<file path="src/logic/psq_pkg.sv">
// Summary of operation
// - after supply attach, keep every switched rail off until a key press
// - a low level on the active-low power key starts the power-on sequence
// - the clock-domain LDO is always enabled first, before any other rail
// - the clock-domain LDO stays on through shutdown and standby
// - the clock-domain LDO turns off only on power loss or host command
// - processor buck 19 ms; peripheral buck, LDO 6/8/10 23 ms; core buck 27 ms
// - memory buck, switch, LDO 2/5 31 ms; LDO 4/7 35 ms; LDO 3/9, aux 64 ms
// - clock domain first, then core, analog, regulator input, then the rest
// - a host shutdown or standby command starts power-down
// - keep-alive line held low five seconds by the host starts power-down
// - power button held over five seconds starts power-down in hardware
// - power-down disables rails in reverse power-on order, clock LDO stays
// - a later key press repeats the same power-on sequence and timing
package psq_pkg;

  localparam int CLK_PERIOD_NS = 8;
  localparam int MS_NS         = 1000000;
  localparam int MS_CYCLES     = MS_NS / CLK_PERIOD_NS;
  localparam int HOLD_MS       = 5000;

  localparam int MS_CNT_W = 17;
  localparam int HOLD_W   = 13;
  localparam int SLOT_W   = 7;
  localparam int STAGE_W  = 3;

  localparam logic [SLOT_W-1:0] SLOT_PRO_MS   = 7'h13;
  localparam logic [SLOT_W-1:0] SLOT_PERI_MS  = 7'h17;
  localparam logic [SLOT_W-1:0] SLOT_CORE_MS  = 7'h1B;
  localparam logic [SLOT_W-1:0] SLOT_MEM_MS   = 7'h1F;
  localparam logic [SLOT_W-1:0] SLOT_LDO47_MS = 7'h23;
  localparam logic [SLOT_W-1:0] SLOT_LDO39_MS = 7'h40;
  localparam logic [SLOT_W-1:0] SLOT_NONE_MS  = 7'h7F;
  localparam logic [SLOT_W-1:0] DOWN_STEP_MS  = 7'h04;

  localparam logic [STAGE_W-1:0] STAGE_NONE = 3'h0;
  localparam logic [STAGE_W-1:0] STAGE_ALL  = 3'h6;

  typedef enum logic [1:0] {
    PSQ_OFF,
    PSQ_UP,
    PSQ_ON,
    PSQ_DOWN
  } psq_phase_t;

  typedef struct packed {
    logic rtc_ldo;
    logic processor_buck;
    logic peripheral_buck;
    logic ldo_six;
    logic ldo_eight;
    logic ldo_ten;
    logic core_buck;
    logic memory_buck;
    logic peripheral_rail_switch;
    logic ldo_two;
    logic ldo_five;
    logic ldo_four;
    logic ldo_seven;
    logic ldo_three;
    logic ldo_nine;
    logic aux_converter_enable;
  } psq_rails_t;

  typedef struct packed {
    logic shutdown;
    logic standby;
    logic rtc_off;
  } psq_host_cmd_t;

  typedef struct packed {
    logic powering_up;
    logic powered;
    logic powering_down;
    logic in_standby;
  } psq_status_t;

  typedef struct packed {
    psq_phase_t                phase;
    logic [STAGE_W-1:0]        stage;
    logic [SLOT_W-1:0]         ms_count;
    logic                      rtc_on;
    logic                      armed;
    logic                      standby;
    psq_rails_t                rails;
    psq_status_t               status;
  } psq_state_t;

  typedef struct packed {
    logic              s1;
    logic              s2;
    logic              s3;
    logic              low;
    logic [HOLD_W-1:0] count;
    logic              expired;
  } psq_filt_t;

  typedef struct packed {
    logic [MS_CNT_W-1:0] count;
    logic                tick;
  } psq_tb_t;

  // ms at which a stage is reached during power-on
  function automatic logic [SLOT_W-1:0] slot_ms(input logic [STAGE_W-1:0] stage);
    logic [SLOT_W-1:0] ms;
    ms = SLOT_NONE_MS;
    unique case (stage)
      3'h1: ms = SLOT_PRO_MS;
      3'h2: ms = SLOT_PERI_MS;
      3'h3: ms = SLOT_CORE_MS;
      3'h4: ms = SLOT_MEM_MS;
      3'h5: ms = SLOT_LDO47_MS;
      3'h6: ms = SLOT_LDO39_MS;
      default: ms = SLOT_NONE_MS;
    endcase
    return ms;
  endfunction

  // rail enables for a stage; higher stages keep the lower ones on
  function automatic psq_rails_t rails_for(input logic [STAGE_W-1:0] stage, input logic rtc);
    psq_rails_t r;
    r                        = '0;
    r.rtc_ldo                = rtc;
    r.processor_buck         = (stage >= 3'h1);
    r.peripheral_buck        = (stage >= 3'h2);
    r.ldo_six                = (stage >= 3'h2);
    r.ldo_eight              = (stage >= 3'h2);
    r.ldo_ten                = (stage >= 3'h2);
    r.core_buck              = (stage >= 3'h3);
    r.memory_buck            = (stage >= 3'h4);
    r.peripheral_rail_switch = (stage >= 3'h4);
    r.ldo_two                = (stage >= 3'h4);
    r.ldo_five               = (stage >= 3'h4);
    r.ldo_four               = (stage >= 3'h5);
    r.ldo_seven              = (stage >= 3'h5);
    r.ldo_three              = (stage >= 3'h6);
    r.ldo_nine               = (stage >= 3'h6);
    r.aux_converter_enable   = (stage >= 3'h6);
    return r;
  endfunction

endpackage

</file>
<file path="src/logic/psq_ms_timebase.sv">
module psq_ms_timebase #(
  parameter int MS_CYCLES = psq_pkg::MS_CYCLES
) (
  // clock and reset
  input  wire logic clk,
  input  wire logic arst_n,
  // one-cycle pulse per millisecond
  output logic      ms_tick
);
  import psq_pkg::*;

  psq_tb_t st;
  psq_tb_t next_st;

  localparam logic [MS_CNT_W-1:0] LAST = MS_CNT_W'(MS_CYCLES - 1);

  always_comb begin
    next_st      = st;
    next_st.tick = 1'b0;
    if (st.count == LAST) begin
      next_st.count = '0;
      next_st.tick  = 1'b1;
    end else begin
      next_st.count = st.count + 1'b1;
    end
  end

  always_ff @(posedge clk or negedge arst_n) begin
    if (!arst_n) begin
      st <= '0;
    end else begin
      st <= next_st;
    end
  end

  assign ms_tick = st.tick;

endmodule

</file>
<file path="src/logic/psq_key_filter.sv">
module psq_key_filter #(
  parameter int HOLD_TICKS = psq_pkg::HOLD_MS
) (
  // clock and reset
  input  wire logic clk,
  input  wire logic arst_n,
  // pin and timebase
  input  wire logic key_n,
  input  wire logic ms_tick,
  // filtered state
  output logic      key_low,
  output logic      hold_expired
);
  import psq_pkg::*;

  psq_filt_t st;
  psq_filt_t next_st;

  localparam logic [HOLD_W-1:0] HOLD_LAST = HOLD_W'(HOLD_TICKS);

  always_comb begin
    next_st         = st;
    next_st.s1      = key_n;
    next_st.s2      = st.s1;
    next_st.s3      = st.s2;
    next_st.expired = 1'b0;
    if (st.s2 == st.s3) begin
      next_st.low = !st.s3;
    end
    if (!st.low) begin
      next_st.count = '0;
    end else if (ms_tick && st.count != HOLD_LAST) begin
      next_st.count = st.count + 1'b1;
      if (st.count + 1'b1 == HOLD_LAST) begin
        next_st.expired = 1'b1;
      end
    end
  end

  // synchroniser starts at the idle-high pin level, so reset gives no false press
  always_ff @(posedge clk or negedge arst_n) begin
    if (!arst_n) begin
      st    <= '0;
      st.s1 <= 1'b1;
      st.s2 <= 1'b1;
      st.s3 <= 1'b1;
    end else begin
      st <= next_st;
    end
  end

  assign key_low      = st.low;
  assign hold_expired = st.expired;
endmodule

</file>
<file path="src/logic/psq_sequencer.sv">
module psq_sequencer #(
  parameter int MS_CYCLES = psq_pkg::MS_CYCLES,
  parameter int HOLD_MS   = psq_pkg::HOLD_MS
) (
  // clock and reset
  input  wire logic              clk,
  input  wire logic              arst_n,
  // pins
  input  wire logic              power_key_n,
  input  wire logic              power_key_keepalive_n,
  // host commands from the serial link logic
  input  wire psq_pkg::psq_host_cmd_t host_cmd,
  // rail enables and status
  output psq_pkg::psq_rails_t    rails,
  output psq_pkg::psq_status_t   status
);
  import psq_pkg::*;

  logic ms_tick;
  logic key_low;
  logic key_expired;
  logic keep_low;
  logic keep_expired;
  logic down_req;

  psq_state_t st;
  psq_state_t next_st;

  psq_ms_timebase #(
    .MS_CYCLES (MS_CYCLES)
  ) u_timebase (
    .clk     (clk),
    .arst_n  (arst_n),
    .ms_tick (ms_tick)
  );

  // button must be held longer than the hold time
  psq_key_filter #(
    .HOLD_TICKS (HOLD_MS + 1)
  ) u_key (
    .clk          (clk),
    .arst_n       (arst_n),
    .key_n        (power_key_n),
    .ms_tick      (ms_tick),
    .key_low      (key_low),
    .hold_expired (key_expired)
  );

  // host holds the line at least the hold time
  psq_key_filter #(
    .HOLD_TICKS (HOLD_MS)
  ) u_keep (
    .clk          (clk),
    .arst_n       (arst_n),
    .key_n        (power_key_keepalive_n),
    .ms_tick      (ms_tick),
    .key_low      (keep_low),
    .hold_expired (keep_expired)
  );

  assign down_req = host_cmd.shutdown || host_cmd.standby
                    || keep_expired
                    || key_expired;

  always_comb begin
    next_st = st;
    // a press seen outside off must be released before it can start again
    if (!key_low) begin
      next_st.armed = 1'b1;
    end else if (st.phase != PSQ_OFF) begin
      next_st.armed = 1'b0;
    end
    unique case (st.phase)
      PSQ_OFF: begin
        if (key_low && st.armed) begin
          next_st.phase    = PSQ_UP;
          next_st.rtc_on   = 1'b1;
          next_st.stage    = STAGE_NONE;
          next_st.ms_count = '0;
          next_st.armed    = 1'b0;
          next_st.standby  = 1'b0;
        end else if (host_cmd.rtc_off) begin
          next_st.rtc_on = 1'b0;
        end
      end
      PSQ_UP, PSQ_ON: begin
        if (down_req) begin
          next_st.phase    = PSQ_DOWN;
          next_st.ms_count = '0;
          next_st.standby  = host_cmd.standby && !host_cmd.shutdown;
        end else if (st.phase == PSQ_UP && ms_tick) begin
          next_st.ms_count = st.ms_count + 1'b1;
          if (st.ms_count + 1'b1 == slot_ms(st.stage + 1'b1)) begin
            next_st.stage = st.stage + 1'b1;
            if (st.stage + 1'b1 == STAGE_ALL) begin
              next_st.phase = PSQ_ON;
            end
          end
        end
      end
      PSQ_DOWN: begin
        if (ms_tick) begin
          if (st.ms_count + 1'b1 == DOWN_STEP_MS) begin
            next_st.ms_count = '0;
            if (st.stage == STAGE_NONE) begin
              next_st.phase = PSQ_OFF;
            end else begin
              next_st.stage = st.stage - 1'b1;
            end
          end else begin
            next_st.ms_count = st.ms_count + 1'b1;
          end
        end
      end
    endcase
    next_st.rails                = rails_for(next_st.stage, next_st.rtc_on);
    next_st.status.powering_up   = (next_st.phase == PSQ_UP);
    next_st.status.powered       = (next_st.phase == PSQ_ON);
    next_st.status.powering_down = (next_st.phase == PSQ_DOWN);
    next_st.status.in_standby    = next_st.standby && (next_st.phase == PSQ_OFF);
  end

  // all rails off and phase off from supply attach
  always_ff @(posedge clk or negedge arst_n) begin
    if (!arst_n) begin
      st       <= '0;
      st.phase <= PSQ_OFF;
      st.armed <= 1'b1;
    end else begin
      st <= next_st;
    end
  end

  assign rails  = st.rails;
  assign status = st.status;
endmodule

</file>
<file path="config.mk">
export PLATFORM = sky130hd
export DESIGN_NAME = psq_sequencer
export DESIGN_NICKNAME = d
export VERILOG_FILES = /design/src/logic/psq_pkg.sv /design/src/logic/psq_ms_timebase.sv /design/src/logic/psq_key_filter.sv /design/src/logic/psq_sequencer.sv
export SDC_FILE = /design/constraint.sdc
export NUM_CORES = 1
export LEC_CHECK = 0
export BUFFER_PORTS_ARGS = -buffer_cell sky130_fd_sc_hd__buf_4
export CELL_PAD_IN_SITES_DETAIL_PLACEMENT = 0
export CELL_PAD_IN_SITES_GLOBAL_PLACEMENT = 1
export CORE_UTILIZATION = 48
export CTS_CLUSTER_SIZE = 12
export DETAILED_ROUTE_END_ITERATION = 10
export HOLD_SLACK_MARGIN = 0.06
export PLACE_DENSITY = 0.8
export SLEW_MARGIN = 40
export SYNTH_ARGS = -nofsm -noshare
export SYNTH_HDL_FRONTEND = slang
export SYNTH_HIERARCHICAL = 1
export SYNTH_SLANG_ARGS = --single-unit
</file>
<file path="constraint.sdc">
create_clock -name clk -period 3.1 [get_ports clk]
set_input_delay 0.31 -clock clk [delete_from_list [all_inputs] [get_ports clk]]
set_output_delay 0.31 -clock clk [all_outputs]
set_load 0.02 [all_outputs]
</file>
# == Word level (Yosys, flattened, before mapping) ==
# Index checks and enable logic that the tools add are counted.
# word_totals
regBits,79
input_bits,7
output_inout_bits,20
word_cells,123
# op_classes
addsub,6
magnitude_cmp,6
n_eq_ne,26
muxes,35
n_reduce_logical,20
# op_table
op,n
one-hot mux 7 bit (6 select lines),1
2-to-1 mux 12 bit,3
one-hot mux 12 bit (3 select lines),1
2-to-1 mux 7 bit,5
2-to-1 mux 14 bit,2
adder 13 x 1 -> 13 bit (second input constant),2
equality test 13 bit (second input constant),2
2-to-1 mux 13 bit,2
inequality test 13 bit (second input constant),2
adder 17 x 1 -> 17 bit (second input constant),1
equality test 17 bit (second input constant),1
2-to-1 mux 17 bit,1
2-to-1 mux 1 bit,11
2-to-1 mux 5 bit,2
equality test 3 bit (second input constant),3
greater-or-equal comparator 3 bit (second input constant),3
equality test 2 bit (second input constant),4
2-to-1 mux 2 bit,4
adder 7 x 1 -> 7 bit (second input constant),1
equality test 7 x 3 -> 1 bit (second input constant),1
equality test 7 bit,1
equality test 3 x 2 -> 1 bit (second input constant),2
greater-or-equal comparator 3 x 2 -> 1 bit (second input constant),2
logical AND 1 bit,6
19 further kinds,30

# == Depth between registers and ports, before layout ==
# Gate-level depths: netlist of the first run.
# logic_depth
ltp_word,13
depth_mapped,12
mapped_depth_nobuf,11

# == By module ==
# The synthesis of the first run kept the hierarchy.
# modules_own_cells
mod,n_inst,cells_per_inst,area_per_inst_um2,seq_area_each_um2
psq_sequencer,1,204,1803.0,601.8
psq_key_filter at u_keep,1,115,1116.1,454.2
psq_key_filter at u_key,1,103,1057.3,454.2
psq_ms_timebase,1,77,858.3,450.4

# == Least setup slack after synthesis of the first run ==
# Ideal clock, no wire load.
# synth_path
path_type,flip-flop to flip-flop
from,reg st[31] (netlist name)
to,reg st (netlist bit rails[14])
setup_time_ns,0.144
t_arrival_ns,2.312
required_time_ns,2.956
path_slack_ns,0.645
stages_incl_launch_ff,10
n_path_buf,1
synth_period_minus_slack_ns,2.455
cell_sequence,dfrtp_1 > ha_1 > buf_2 > maj3_2 > o311a_1 > mux2i_1 > nand4_1 > a21o_1 > a221oi_4 > nand3_1
# synth_rtl
element,line,rtl
end signal: assignment,psq_sequencer.sv:130,st <= next_st;
end: declaration,psq_sequencer.sv:26,psq_state_t st;

==> results of run 1 <==
[power by group]
part           internal (uW)  total, uW  switching (uW)
Clock                    476        851             376
Combinational            292        733             441
Sequential              1100       1180            78.9
Total                   1870       2760             895
[critical path, delay by kind of cell (launching register included)]
family / cells / cell delay (ns)
adders and majority gates: 1 / 0.46
and+or+nand+nor: 3 / 0.53
buffers and inverters: 1 / 0.15
muxes: 1 / 0.22
AOI/OAI and AO/OA: 4 / 0.84
DFF: 1 / 0.42
[registers in the layout (all words and copies together) (netlist names), 2 cells and up]
register        flops
u_timebase/st      17
u_keep/st          14
u_key/st           14
st                 13
rails               7
status              4
u_keep/next_st      2
u_key/next_st       2
[cell usage in the layout (no fill, tap or decap), types with 4 or more instances in the layout]
cell type and count:
dfrtp_1 71, nand2_1 44, nor2_1 41, buf_4 28
xnor2_1 26, and2_1 23, inv_1 22, xor2_1 19
nand3_1 18, o21ai_0 18, ha_1 16, nand4_1 15
clkbuf_8 10, a21oi_1 8, nor2b_1 7, nor4_1 7
dfstp_2 7, a31oi_1 6, and3_1 6, nor3_1 6
o21ai_1 5, nand2b_1 4, mux2i_1 4, nand3b_1 4
[per-stage QoR]
stage | std cells | hold slack [ns] | utilization | worst slack, ns
2_1_floorplan | 499 | 0.01441 | - | 0.6447
3_3_place_gp | 617 | 0.3475 | 0.5041 | 0.4871
3_5_place_dp | 617 | 0.3468 | 0.5045 | 0.3637
4_1_cts | 636 | 0.2592 | 0.5305 | 0.3627
5_1_grt | 636 | 0.2574 | 0.5305 | 0.08235
6_report | 636 | 0.2714 | 0.5305 | 0.3456
[cells by family after synthesis]
family,synth area share
buf+inv,0.07893
simple gates,0.2601
compound gates,0.1196
mux,0.01061
flops,0.4055
xor+xnor,0.08152
fa+ha+maj,0.04374
[repair_timing]
item                                   4_1_cts  5_1_grt
hold buffers                                 3        0
endpoints found under the hold margin       73        0
buffers inserted                             0        0
[area by class of cell]
| cell class | instances | area [um^2] | share of cell area |
|---|---|---|---|
| Clock buffer | 11 | 141.4 | 0.02727 |
| Clock inverter | 5 | 82.58 | 0.01593 |
| Inverter | 24 | 90.09 | 0.01737 |
| Multi-Input combinational cell | 353 | 2492 | 0.4807 |
| Sequential cell | 78 | 1961 | 0.3781 |
| Tap cell | 133 | 166.4 | 0.03209 |
| Timing Repair Buffer | 32 | 251.5 | 0.04850 |
[worst paths after layout]
kind                       slack (ns)                    startpoint  cells after the start                      endpoint
setup / recovery                 0.35              st[30]$_DFF_PN0_                     10           rails[14]$_DFF_PN0_
hold / removal                   0.27                   host_cmd[0]                      3         rails[15]$_DFFE_PN0P_
setup reg to reg                 0.35              st[30]$_DFF_PN0_                     10           rails[14]$_DFF_PN0_
hold reg to reg                  0.36  u_keep/next_st[16]$_DFF_PN1_                      0  u_keep/next_st[15]$_DFF_PN1_
max in group asynchronous        2.05                        arst_n                      2      u_keep/st[1]$_DFFE_PN0P_
min in group asynchronous        0.54                        arst_n                      2     u_keep/st[10]$_DFFE_PN0P_
[layer usage]
layer | up-vias | wire length [um]
li1 | 1716 | -
met1 | 1656 | 4405
met2 | 54 | 4233
met3 | 10 | 270
met4 | 0 | 148
met5 | - | 0
==> metrics, run 1 <==
initial antenna violation count 0; # setup viols final 0; setup TNS 0 ns; post-CTS sizing 0; antenna-violating nets left 0; H-tree levels 3; Syn Area/Cell 9.689 um^2; max-cap viol count 0; Cell Chain, Critical Path inv_1 -> ha_1 -> and3b_1 -> o21ai_0 -> o311a_1 -> mux2i_1 -> nand4_1 -> a21o_1 -> a221oi_4 -> nand3_1; Lkg Pwr 0.002259 uW; final worst path period share 0.8885; M2 GR Usage 0.3010; Area growth syn-to-layout 7.246%; total number of vias 3436; crit path max fanout 11; clk_skew 0.01249 ns; post-synth top area share 0.3675; initial core utilization 0.4946; Ports 27; top_reg_cell synth dfrtp_1; GR Util met1 0.2630; Total Power 2762 uW; layout cell share with drive strength beyond 1 0.1630; later-pin clock latency in the skew report 0.35 ns; CP endpoint kind register; post-synthesis sequential area ratio 0.4055; Crit Path Class reg -> reg; Reg clk slew, reported paths 0.08 ns; residual DRC count 0; CTS Root Cell clkbuf_8; CP max stage cell ha_1; Tmin final 2.754 ns; clk sinks 78; DRT Pass-1 Iters 4; routed wire length 9058 um; Synth area leaders dfrtp_1 37%, xnor2_1 4.7%, ha_1 4.1%, dfstp_2 3.8%, xor2_1 3.4%; YS warnings 6; CTS tree done; most frequent cell after synthesis dfrtp_1; vias in the first global route 3270; Critical Path RT 3.31 ns; Worst setup SP type register; outcome finished clean; Routed WL per cell 14.24 um; std cell rows 36; GP Congestion 0.8383; Final #Nets 521; GRT busiest layer met2; Final Max Tran Viols 0; synth cell count leaders 71 x dfrtp_1, 44 x nand2_1, 41 x nor2_1; # diodes 0; die width 102.4 um; RSZ-0062 raised after global routing no; area leader, netlist dfrtp_1; core area 0.009774 mm^2; syn nets 522; share of flip-flops with an asynchronous set or reset 1.000; DR iter-0 viols 120; Total GRT Usage 0.1925; number of flops mapped to enable cells by yosys 0; Post-DP Area 0.004931 mm^2; DPL Wire Length 6262 um; Mapped Cells 499; largest net degree at the start of global routing 79; Worst-Margin Slew 0.7021 ns; Critical Path AT 2.97 ns; final instance area 0.005185 mm^2; routed vias/inst 5.403; P per Cell Area 532.7 mW/mm^2; Fin. Hold Viols 0; worst hold path class in -> reg; die outline height 102.4 um; worst rel slew slack 0.5276; clock buffer count from CTS 9; CP max stage delay 0.46 ns; Cell variety after synth 85; CTS max path bufs 2; Mapped Area 0.004835 mm^2; FF+latch count, synth 78; first-pass GRT wire length 15570 um; die area 0.01048 mm^2; met3 Use GR 0.03967; Fill cells 900; worst ir drop on vdd 0.0002602 V; GR Overflow Total 0; fmax 0.3631 GHz; Port Buf Inserts 26
No activity file was read; power rests on OpenSTA's default activity.
==> inputs of run 2 (changes only) <==
ABC_AREA = 1   (was not set)
CORE_UTILIZATION = 46   (was 48)
PLACE_DENSITY = 0.81   (was 0.8)
==> run 2 against run 1 <==
Flip-flop and latch count did not move. Non-clock buffer count decreased by 2. Final area increased by 4.3%. Power is 30% lower. Sequential power fell by 12%. Register-to-register slack improved by 0.33 ns. Global-route usage up 0.16 points. Via count rose by 19%. Hold slack worse by 0.021 ns. Synthesized cell count up 34%. Sequential share of layout area shrank 1.6 points.
==> metrics, run 2 <==
Synth area leaders dfrtp_1 36%, nand2_1 12%, inv_1 6.7%, nand3_1 6.0%, nor2_1 4.9%; core area 0.01042 mm^2; Lkg Pwr 0.002553 uW; initial core utilization 0.4782; Cell variety after synth 35; Final #Nets 707; FF+latch area 0.001961 mm^2; Reg clk slew, reported paths 0.08 ns; syn nets 691; DRT Pass-1 Iters 5; most frequent cell after synthesis nand2_1; placed cell count 806; residual DRC count 0; Critical Path AT 2.68 ns; first-pass GRT wire length 17360 um; Worst-Margin Slew 0.7036 ns; setup TNS 0 ns; YS warnings 6; H-tree levels 3; Final Max Tran Viols 0; most common cell after layout, fill and taps aside nand2_1; vias in the first global route 3770; total number of vias 4077; post-synthesis sequential area ratio 0.3936; Worst setup SP type register; Total GRT Usage 0.1941; number of flops mapped to enable cells by yosys 0; clock buffer count from CTS 9; Non-Filler Instances 825; GR Overflow Total 0; synth cell count leaders 165 x nand2_1, 89 x inv_1, 71 x dfrtp_1; GP Congestion 0.8672; cts hold-fix bufs 3; die area 0.01125 mm^2; register with the most flip-flops u_timebase/st; die outline height 106.1 um; worst rel slew slack 0.5309; fmax 0.4121 GHz; Ports 27; commonest cells after routing, fill and taps aside 165 x nand2_1, 89 x inv_1, 71 x dfrtp_1; RSZ-0062 raised after global routing no; CTS max path bufs 2; crit path max fanout 6; area of the multi-input gates 0.002434 mm^2; Syn Area/Cell 7.457 um^2; routed wire length 10040 um; layout cell share with drive strength beyond 1 0.1669; Fill cells 1033; CTS tree done; share of flip-flops with an asynchronous set or reset 1.000; met3 WL post-DR 336 um; Met2 Wirelength 4481 um; largest net degree at the start of global routing 79; initial antenna violation count 0; DPL Wire Length 7458 um; final worst path period share 0.7828; die width 106.1 um; Mapped Cells 668; P per Cell Area 355.5 mW/mm^2; top_reg_cell synth dfrtp_1; Routed WL per cell 12.17 um; CTS Root Cell clkbuf_8; # setup viols final 0; Fin. Hold Viols 0; outcome finished clean; Tmin final 2.427 ns; post-synth top area share 0.3567; Crit Path Class reg -> reg; area leader, netlist dfrtp_1; worst hold path class in -> reg; worst ir drop on vdd 0.0002164 V; max reg flops 17; FF+latch count, synth 78; routed vias/inst 4.942; std cell rows 37; Area growth syn-to-layout 8.566%; Port Buf Inserts 26; top sig layer met4; Post-Route M1 WL 5095 um; clk_skew 0.007186 ns; Largest regs u_timebase/st: 17 flops, u_keep/st: 14 flops, u_key/st: 14 flops; postcts setup bufs 0; later-pin clock latency in the skew report 0.35 ns; CP endpoint kind register; Critical Path RT 3.35 ns; Mapped Area 0.004981 mm^2; antenna-violating nets left 0; post-CTS sizing 0; # diodes 0; Total Power 1923 uW; clk sinks 78; DR iter-0 viols 169; max-cap viol count 0
run 2: path summary, 6_finish.rpt:
| check | cells past startpoint | startpoint | to | slack [ns] |
|---|---|---|---|---|
| max reg2reg | 17 | st[30]$_DFF_PN0_ | status[1]$_DFF_PN0_ | 0.67 |
| max in group asynchronous | 2 | arst_n | u_timebase/st[17]$_DFF_PN0_ | 2.05 |
| min reg2reg | 0 | u_key/next_st[16]$_DFF_PN1_ | u_key/next_st[15]$_DFF_PN1_ | 0.36 |
| max | 17 | st[30]$_DFF_PN0_ | status[1]$_DFF_PN0_ | 0.67 |
| min | 4 | host_cmd[0] | rails[15]$_DFFE_PN0P_ | 0.25 |
| min in group asynchronous | 2 | arst_n | u_key/st[9]$_DFFE_PN0P_ | 0.55 |
run 2: power breakdown:
group	total, uW	leakage (uW)	switching, uW	internal (uW)
Clock	829	0.000110	375	454
Combinational	54.4	0.00144	41.2	13.3
Sequential	1040	0.000999	10.1	1030
run 2: logic make-up (layout without fill, tap and decap cells):
| group | count (synthesis) | after routing | share of synthesized area |
|---|---|---|---|
| XOR/XNOR | 11 | 11 | 0.01934 |
| AO/OA/AOI/OAI | 74 | 74 | 0.08490 |
| AND/OR/NAND/NOR | 361 | 361 | 0.3441 |
| adder cells (fa/ha/maj) | 16 | 16 | 0.04019 |
| flip-flops | 78 | 78 | 0.3936 |
| buffers and inverters | 128 | 149 | 0.1178 |
run 2: area by class of cell:
class | count | share of cell area
Clock buffer | 10 | 0.02360
Clock inverter | 6 | 0.01620
Inverter | 103 | 0.07242
Multi-Input combinational cell | 462 | 0.4500
Sequential cell | 78 | 0.3626
Tap cell | 136 | 0.03147
Timing Repair Buffer | 30 | 0.04373
run 2: metal layers:
layer	vias to the layer above	GRT usage
li1	2136	-
met1	1858	0.2721
met2	71	0.3044
met3	12	0.03433
met4	0	0.06250
met5	-	0
run 2: metrics by stage:
step / setup WS, ns / utilization / hold slack (ns) / cell area [um^2]
CTS: 0.6764 / 0.5192 / 0.2420 / 5408
detailed placement: 0.6967 / 0.4956 / 0.3490 / 5162
floorplan: 0.9780 / - / 0.01441 / 4981
global route: 0.3315 / 0.5192 / 0.2795 / 5408
finish: 0.6733 / 0.5192 / 0.2502 / 5408
global placement: 0.7651 / 0.4953 / 0.3464 / 5159
run 2: worst max-delay path, cell delays in order, from the launching register on:
cell	delay [ns]
dfrtp_1	0.46
inv_1	0.15
ha_1	0.30
inv_1	0.11
nand4_1	0.11
o21ai_0	0.11
inv_1	0.06
nor2_1	0.10
nand2_1	0.08
inv_2	0.06
nand3_2	0.08
nor2_4	0.15
nand3_2	0.10
nand2_1	0.08
nand2_1	0.05
nand2_1	0.09
a21oi_1	0.09
and2_1	0.15
